===== src/common/btc_pkg.sv =====
// Functional notes
// Retry limit is a 32-bit writable word, reset value 0100_0000h.
// Default retry limit makes the retry interval 2^24 clocks before timeout.
// Upstream master timeout in bits 15:0, reset 8000h, fires after 2^15 clocks.
// Downstream master timeout in bits 31:16, reset 8000h, fires after 2^15 clocks.
// Slot entry capability code reads 04h, read-only.
// Slot entry link bits 15:8 read 00h for the listed strap combinations.
// Slot number 20:16, first-in-chassis 21, chassis 31:24 writable, reset zero.
// Slot word bits 23:22 are reserved and read zero.
// Power entry capability code reads 01h in bits 7:0.
// Power entry link bits 15:8 read 0Bh.
// Power revision field bits 18:16 reads 001.
// Unsupported capability bits and reserved bits 24:22 read zero.
// Power state bits 1:0 writable, 00 is D0, 11 is D3, reset zero.
// Writing an unimplemented power state is accepted but leaves the field unchanged.
// Writing D0 while in D3 pulses internal chip reset, no downstream reset.
// Power control bits 15:8 read zero.
// Third entry code bits 7:0 uses encoding up to 06h, hot swap.
// Third entry link bits 15:8 reads 00h, ending the list.
// Software programs nonzero limits before enabling forwarding.
// With hold option set, upstream request held until nothing pending or terminated.
`default_nettype none
package btc_pkg;
	localparam logic [7:0] OFS_RETRY = 8'h78;
	localparam logic [7:0] OFS_TIMEOUT = 8'h80;
	localparam logic [7:0] OFS_SLOT = 8'hb0;
	localparam logic [7:0] OFS_POWER_CAP = 8'hdc;
	localparam logic [7:0] OFS_POWER_CTL = 8'he0;
	localparam logic [7:0] OFS_THIRD = 8'he4;
	localparam logic [31:0] RETRY_RESET = 32'h0100_0000;
	localparam logic [15:0] TIMEOUT_RESET = 16'h8000;
	localparam logic [7:0] SLOT_CODE = 8'h04;
	localparam logic [7:0] POWER_CODE = 8'h01;
	localparam logic [7:0] POWER_LINK = 8'h0b;
	localparam logic [2:0] POWER_REVISION = 3'h1;
	localparam logic [7:0] HOT_SWAP_CODE = 8'h06;
	localparam logic [7:0] END_LINK = 8'h00;
	localparam logic [1:0] STATE_D0 = 2'h0;
	localparam logic [1:0] STATE_D3 = 2'h3;
	localparam int SLOT_NUM_LSB = 16;
	localparam int FIRST_CHASSIS_BIT = 21;
	localparam int CHASSIS_LSB = 24;
	localparam int LINK_LSB = 8;
	localparam int REVISION_LSB = 16;
	localparam int TIMER_COUNT = 3;
endpackage : btc_pkg
`default_nettype wire


===== src/rtl/btc_regs.sv =====
`timescale 1ns/1ns
`default_nettype none
module btc_regs #(
	parameter logic [31:0] RETRY_LIMIT_RESET = btc_pkg::RETRY_RESET,
	parameter logic [15:0] UP_TIMEOUT_RESET = btc_pkg::TIMEOUT_RESET,
	parameter logic [15:0] DOWN_TIMEOUT_RESET = btc_pkg::TIMEOUT_RESET,
	parameter logic [7:0] SLOT_LINK_OTHER = 8'hdc,
	parameter logic [7:0] THIRD_CODE = btc_pkg::HOT_SWAP_CODE
) (
	input wire logic mclk,
	input wire logic srst,
	input wire logic cfg_write,
	input wire logic cfg_read,
	input wire logic [7:0] cfg_addr,
	input wire logic [3:0] cfg_byte_en,
	input wire logic [31:0] cfg_wdata,
	output logic [31:0] cfg_rdata,
	output logic cfg_ack,
	input wire logic strap_select_low,
	input wire logic strap_select_high,
	input wire logic retry_active,
	input wire logic up_master_active,
	input wire logic down_master_active,
	output logic retry_timeout,
	output logic up_master_timeout,
	output logic down_master_timeout,
	input wire logic up_hold_request_longer,
	input wire logic up_request_pending,
	input wire logic up_frame_start,
	input wire logic up_target_terminate,
	output logic up_bus_request,
	output logic internal_chip_reset
);
	logic [31:0] retry_limit;
	logic [15:0] upstream_master_timeout;
	logic [15:0] downstream_master_timeout;
	logic [4:0] slot_number;
	logic first_in_chassis;
	logic [7:0] chassis_numbering;
	logic [1:0] power_state;
	logic [1:0] strap_meta;
	logic [1:0] strap_sync;
	logic [7:0] slot_cap_link;
	logic [31:0] next_rdata;
	logic [31:0] timer_limit [btc_pkg::TIMER_COUNT];
	logic [btc_pkg::TIMER_COUNT-1:0] timer_active;
	logic [btc_pkg::TIMER_COUNT-1:0] timer_fire;
	logic wr_retry;
	logic wr_timeout;
	logic wr_slot;
	logic wr_power;
	logic [1:0] new_state;
	logic state_ok;

	assign wr_retry = cfg_write && (cfg_addr == btc_pkg::OFS_RETRY);
	assign wr_timeout = cfg_write && (cfg_addr == btc_pkg::OFS_TIMEOUT);
	assign wr_slot = cfg_write && (cfg_addr == btc_pkg::OFS_SLOT);
	assign wr_power = cfg_write && (cfg_addr == btc_pkg::OFS_POWER_CTL) && cfg_byte_en[0];
	assign new_state = cfg_wdata[1:0];
	assign state_ok = (new_state == btc_pkg::STATE_D0) || (new_state == btc_pkg::STATE_D3);

	// Strap pins synchronised
	always_ff @(posedge mclk) begin
		if (srst) begin
			strap_meta <= 2'h0;
			strap_sync <= 2'h0;
		end else begin
			strap_meta <= {strap_select_high, strap_select_low};
			strap_sync <= strap_meta;
		end
	end

	// Slot entry link from straps
	always_comb begin
		if (strap_sync[0] || (!strap_sync[0] && strap_sync[1])) begin
			slot_cap_link = btc_pkg::END_LINK;
		end else begin
			slot_cap_link = SLOT_LINK_OTHER;
		end
	end

	// Retry limit, byte-lane writes
	always_ff @(posedge mclk) begin
		if (srst) begin
			retry_limit <= RETRY_LIMIT_RESET;
		end else if (wr_retry) begin
			for (int b = 0; b < 4; b++) begin
				if (cfg_byte_en[b]) begin
					retry_limit[8*b +: 8] <= cfg_wdata[8*b +: 8];
				end
			end
		end
	end

	// Master timeout limits
	always_ff @(posedge mclk) begin
		if (srst) begin
			upstream_master_timeout <= UP_TIMEOUT_RESET;
			downstream_master_timeout <= DOWN_TIMEOUT_RESET;
		end else if (wr_timeout) begin
			if (cfg_byte_en[0]) begin
				upstream_master_timeout[7:0] <= cfg_wdata[7:0];
			end
			if (cfg_byte_en[1]) begin
				upstream_master_timeout[15:8] <= cfg_wdata[15:8];
			end
			if (cfg_byte_en[2]) begin
				downstream_master_timeout[7:0] <= cfg_wdata[23:16];
			end
			if (cfg_byte_en[3]) begin
				downstream_master_timeout[15:8] <= cfg_wdata[31:24];
			end
		end
	end

	// Slot numbering fields
	always_ff @(posedge mclk) begin
		if (srst) begin
			slot_number <= 5'h0;
			first_in_chassis <= 1'b0;
			chassis_numbering <= 8'h00;
		end else if (wr_slot) begin
			if (cfg_byte_en[2]) begin
				slot_number <= cfg_wdata[btc_pkg::SLOT_NUM_LSB +: 5];
				first_in_chassis <= cfg_wdata[btc_pkg::FIRST_CHASSIS_BIT];
			end
			if (cfg_byte_en[3]) begin
				chassis_numbering <= cfg_wdata[btc_pkg::CHASSIS_LSB +: 8];
			end
		end
	end

	// Power state field and chip reset pulse
	always_ff @(posedge mclk) begin
		if (srst) begin
			power_state <= btc_pkg::STATE_D0;
		end else if (wr_power && state_ok) begin
			power_state <= new_state;
		end
	end

	always_ff @(posedge mclk) begin
		if (srst) begin
			internal_chip_reset <= 1'b0;
		end else begin
			internal_chip_reset <= wr_power && (new_state == btc_pkg::STATE_D0)
				&& (power_state == btc_pkg::STATE_D3);
		end
	end

	// Read data mux
	always_comb begin
		next_rdata = 32'h0000_0000;
		unique case (cfg_addr)
			btc_pkg::OFS_RETRY: begin
				next_rdata = retry_limit;
			end
			btc_pkg::OFS_TIMEOUT: begin
				next_rdata = {downstream_master_timeout, upstream_master_timeout};
			end
			btc_pkg::OFS_SLOT: begin
				next_rdata[7:0] = btc_pkg::SLOT_CODE;
				next_rdata[btc_pkg::LINK_LSB +: 8] = slot_cap_link;
				next_rdata[btc_pkg::SLOT_NUM_LSB +: 5] = slot_number;
				next_rdata[btc_pkg::FIRST_CHASSIS_BIT] = first_in_chassis;
				next_rdata[btc_pkg::CHASSIS_LSB +: 8] = chassis_numbering;
			end
			btc_pkg::OFS_POWER_CAP: begin
				next_rdata[7:0] = btc_pkg::POWER_CODE;
				next_rdata[btc_pkg::LINK_LSB +: 8] = btc_pkg::POWER_LINK;
				next_rdata[btc_pkg::REVISION_LSB +: 3] = btc_pkg::POWER_REVISION;
			end
			btc_pkg::OFS_POWER_CTL: begin
				next_rdata[1:0] = power_state;
			end
			btc_pkg::OFS_THIRD: begin
				next_rdata[7:0] = THIRD_CODE;
				next_rdata[btc_pkg::LINK_LSB +: 8] = btc_pkg::END_LINK;
			end
			default: begin
				next_rdata = 32'h0000_0000;
			end
		endcase
	end

	always_ff @(posedge mclk) begin
		if (srst) begin
			cfg_rdata <= 32'h0000_0000;
			cfg_ack <= 1'b0;
		end else begin
			cfg_rdata <= cfg_read ? next_rdata : 32'h0000_0000;
			cfg_ack <= cfg_read || cfg_write;
		end
	end

	// Retry and master timeout timers
	assign timer_limit[0] = retry_limit;
	assign timer_limit[1] = {16'h0000, upstream_master_timeout};
	assign timer_limit[2] = {16'h0000, downstream_master_timeout};
	assign timer_active = {down_master_active, up_master_active, retry_active};

	for (genvar t = 0; t < btc_pkg::TIMER_COUNT; t++) begin : g_timer
		logic [31:0] count;
		logic fire;
		always_ff @(posedge mclk) begin
			if (srst || internal_chip_reset || !timer_active[t]) begin
				count <= 32'h0000_0000;
				fire <= 1'b0;
			end else if (timer_limit[t] != 32'h0000_0000
				&& count == timer_limit[t] - 32'h0000_0001) begin
				count <= 32'h0000_0000;
				fire <= 1'b1;
			end else begin
				count <= count + 32'h0000_0001;
				fire <= 1'b0;
			end
		end
		assign timer_fire[t] = fire;
	end

	assign retry_timeout = timer_fire[0];
	assign up_master_timeout = timer_fire[1];
	assign down_master_timeout = timer_fire[2];

	// Upstream bus request
	always_ff @(posedge mclk) begin
		if (srst || internal_chip_reset) begin
			up_bus_request <= 1'b0;
		end else if (!up_bus_request) begin
			up_bus_request <= up_request_pending;
		end else if (up_hold_request_longer) begin
			up_bus_request <= up_request_pending && !up_target_terminate;
		end else begin
			up_bus_request <= !up_frame_start;
		end
	end
endmodule : btc_regs
`default_nettype wire


===== config.mk =====
export PLATFORM = sky130hd
export DESIGN_NAME = btc_regs
export DESIGN_NICKNAME = d
export VERILOG_FILES = /design/src/common/btc_pkg.sv /design/src/rtl/btc_regs.sv
export SDC_FILE = /design/constraint.sdc
export NUM_CORES = 1
export LEC_CHECK = 0
export BUFFER_PORTS_ARGS = -buffer_cell sky130_fd_sc_hd__buf_2
export CAP_MARGIN = 40
export CORE_AREA = 2 2 214 216
export DETAILED_ROUTE_END_ITERATION = 16
export DIE_AREA = 0 0 216 218
export PLACE_DENSITY = 0.48
export SLEW_MARGIN = 20
export SYNTH_ARGS = -nofsm -noshare
export SYNTH_HDL_FRONTEND = slang
export SYNTH_SLANG_ARGS = --single-unit

===== constraint.sdc =====
create_clock -name mclk -period 3.8 [get_ports mclk]
set_input_delay 0.38 -clock mclk [delete_from_list [all_inputs] [get_ports mclk]]
set_output_delay 0.38 -clock mclk [all_outputs]
set_load 0.01 [all_outputs]

==> metrics.log <==
[metrics] run status: finished, final reports clean
[metrics] total negative slack for setup checks: 0 ns
[metrics] Cell Count, Final, Fillers Out: 2014
[metrics] placeable core region: 44900 sq um
[metrics] die outline width: 216 um
[metrics] ratio of routed vias to standard cells: 4.83
[metrics] initial antenna violation count: 2
[metrics] peak ir drop on the vdd network: 0.000290 V
[metrics] global route total overflow: 0
[metrics] starting utilization of the core area: 24.6%
[metrics] clk sink count: 218
[metrics] Slew @ Worst Pin: 0.907 ns
[metrics] count of input and output buffers: 94
[metrics] Fillers: 4855
[metrics] number of nets in the final layout: 1466
[metrics] HPWL after detailed placement: 24600 um
[metrics] ANT cells: 0
[metrics] per-cell routed wire length: 16.4 um
[metrics] number of buffers between clock root and the deepest sink: 3
[metrics] M1 wire length: 16100 um
[metrics] Worst slew margin: 39.1%
[metrics] first-pass GRT wire length: 52000 um
[metrics] number of buffers inserted by post-CTS setup repair: 0
[metrics] die area: 47100 sq um
[metrics] synthesized instance count: 1328
[metrics] required time of the worst setup path: 4.28 ns
[metrics] remaining routing DRC violations: 0
[metrics] average instance area after synthesis: 8.31 sq um
[metrics] first-pass iteration count of the detailed router: 6
[metrics] fraction of final layout cells sized beyond drive strength 1: 14.3%
[metrics] total I/O pin count: 95
[metrics] period utilisation layout: 85.6%
[metrics] data arrival time at the worst-slack endpoint: 3.74 ns
[metrics] startpoint type of the worst setup path: register
[metrics] post-synth cell types: 73
[metrics] final weighted congestion in routability-driven placement: 0.859
[metrics] maximum fanout along the worst path: 33
[metrics] proportion of synthesized chip area in sequential cells: 39.5%
[metrics] number of cell rows: 78
[metrics] worst setup skew after layout: 0.00992 ns
[metrics] setup violators final: 0
[metrics] clock network latency to the later pin of the worst-skew pair: 0.54 ns
[metrics] synthesized cell area: 11000 sq um
[metrics] number of antenna-violating nets in the routed design: 0
[metrics] Hold Worst Slack: 0.0573 ns
[metrics] H-tree levels: 1
[metrics] post-synthesis to final-layout area growth: 17.6%
[metrics] total clock buffers created by CTS: 25
[metrics] register area: 4360 sq um
[metrics] share of flip-flops with an asynchronous set or reset: 0%
[metrics] Top Layer Used: met4
[metrics] via total after detailed routing: 9727
[metrics] count of routing violations after the opening detailed-route iteration: 616
[metrics] number of maximum-capacitance violations: 0
[metrics] CTS tree: built
[metrics] Total GRT Usage: 13.7%
[metrics] Clock Tree Root: sky130_fd_sc_hd__clkbuf_16
[metrics] Top FF cell, synth: sky130_fd_sc_hd__dfxtp_1
[metrics] WL met3: 1900 um
[metrics] final critical delay including setup and external delays: 3.25 ns
[metrics] maximum number of pins on one net before global-route repair: 46
[metrics] total wire length after detailed routing: 33000 um
[metrics] Lkg Pwr: 4.63 nW
[metrics] highest attainable clock frequency: 307 MHz
[metrics] number of warning messages in the yosys log: 0
[metrics] max-slew violation count: 0
[metrics] #FFs+latches synth: 218
[metrics] final hold violation count: 0
[metrics] count of flip-flops with a built-in enable after synthesis: 0
[metrics] startpoint-to-endpoint class of the critical path: register to register
[metrics] die outline height: 218 um
[metrics] Resized cells post-CTS: 0
[metrics] RSZ-0062 raised after global routing: no
[metrics] vias in the first global route: 9252
[metrics] smallest setup slack after layout: 0.548 ns
[metrics] type of element capturing the critical path: register
[metrics] overall power of the completed layout: 4.92 mW
[metrics] number of hold-repair buffers added at the cts stage: 0
[metrics] cell area power density: 379 nW/um^2
[metrics] Place WS: 0.559 ns
[metrics] amount of wire on met2 after detailed routing: 14000 um
[metrics] Synthesized Nets: 1395
[metrics] multi-input gate area in the final layout: 6300 sq um
[metrics] placed cells: 1972
[metrics] clock-pin slew on the worst setup and hold paths: 0.06 ns
[metrics] hold crit path type: input port to register
-- critical path: stages (launching register included) --
cell	delay, ns
sky130_fd_sc_hd__dfxtp_1	0.39
sky130_fd_sc_hd__inv_1	0.12
sky130_fd_sc_hd__ha_1	0.31
sky130_fd_sc_hd__nor4b_4	0.51
sky130_fd_sc_hd__nand4_1	0.31
sky130_fd_sc_hd__nor3b_1	0.36
sky130_fd_sc_hd__xnor2_1	0.11
sky130_fd_sc_hd__a311o_1	0.31
sky130_fd_sc_hd__nor4_4	0.32
sky130_fd_sc_hd__buf_12	0.28
sky130_fd_sc_hd__and2_1	0.16
-- cells by family (layout without fill, tap and decap cells) --
kind of cell             count (synthesis)  in the layout  share of synthesized area [%]
multiplexers                            16             16                           1.46
AO/OA/AOI/OAI                          180            180                           10.9
flip-flops                             218            218                           39.5
XOR/XNOR                               167            167                           13.4
buffers and inverters                   95            181                           3.71
AND/OR/NAND/NOR                        642            642                           29.9
adder cells (fa/ha/maj)                 10             10                           1.13
-- synth_stat cells (all sizes together), types with 17 or more instances --
master | instances | area (sq um)
a21oi | 78 | 390
and3 | 26 | 163
and4 | 17 | 149
clkbuf | 56 | 213
dfxtp | 218 | 4360
inv | 24 | 90.1
nand2 | 182 | 683
nand3 | 59 | 295
nand4 | 38 | 238
nor2 | 167 | 637
nor3 | 62 | 445
nor4 | 28 | 203
xnor2 | 76 | 684
xor2 | 91 | 797
-- per-layer routing --
layer,track usage (%),vias up
li1,-,4806
met1,20.0,4614
met2,20.5,251
met3,2.11,56
met4,4.79,0
met5,0,-
-- sequential cells by signal, indices dropped and copies added (netlist names) --
signal and count:
up_bus_request 1, g_timer.count 96, strap_meta 2, slot_number 5, first_in_chassis 1, retry_limit 32
internal_chip_reset 1, chassis_numbering 8, upstream_master_timeout 16, down_master_timeout 1, strap_sync 2, downstream_master_timeout 16
cfg_rdata 32, cfg_ack 1, retry_timeout 1, power_state 2, up_master_timeout 1
-- cell usage in the layout (no fill, tap or decap), types with 26 or more instances in the layout --
cell type and n:
sky130_fd_sc_hd__and3_1 26, sky130_fd_sc_hd__nand3_1 59, sky130_fd_sc_hd__xor2_1 91, sky130_fd_sc_hd__a21oi_1 78
sky130_fd_sc_hd__nor2_1 163, sky130_fd_sc_hd__nor3_1 35, sky130_fd_sc_hd__nand4_1 38, sky130_fd_sc_hd__nor3_2 27
sky130_fd_sc_hd__dfxtp_1 218, sky130_fd_sc_hd__xnor2_1 75, sky130_fd_sc_hd__nand2_1 182, sky130_fd_sc_hd__buf_2 94
-- cell type report --
cell class | count | area share, %
Sequential cell | 218 | 33.6
Multi-Input combinational cell | 1015 | 48.5
Clock inverter | 5 | 0.771
Inverter | 24 | 0.694
Clock buffer | 37 | 5.55
Timing Repair Buffer | 115 | 5.03
Tap cell | 600 | 5.78
-- worst paths after layout --
| check | end | cells past startpoint | startpoint | slack, ns |
|---|---|---|---|---|
| min | strap_meta[0]$_SDFF_PP0_ | 2 | strap_select_low | 0.06 |
| max | retry_timeout$_SDFF_PP0_ | 10 | retry_limit[0]$_SDFFE_PP0P_ | 0.55 |
| max reg2reg | retry_timeout$_SDFF_PP0_ | 10 | retry_limit[0]$_SDFFE_PP0P_ | 0.55 |
| min reg2reg | strap_sync[0]$_SDFF_PP0_ | 1 | strap_meta[0]$_SDFF_PP0_ | 0.44 |
-- per-stage QoR --
stage	utilization [%]	instance area, sq um
after floorplan	-	11000
after global placement	27.0	12100
after detailed placement	27.1	12200
after CTS	28.9	13000
after global routing	28.9	13000
final	28.9	13000
-- report_power, final --
group | leakage, nW | switching (mW) | total, mW | internal, mW
Sequential | 1.76 | 0.00714 | 2.30 | 2.29
Clock | 0.403 | 0.981 | 2.48 | 1.50
Combinational | 2.47 | 0.0902 | 0.136 | 0.0461
Note: power is estimated with default switching activity, not from simulation.
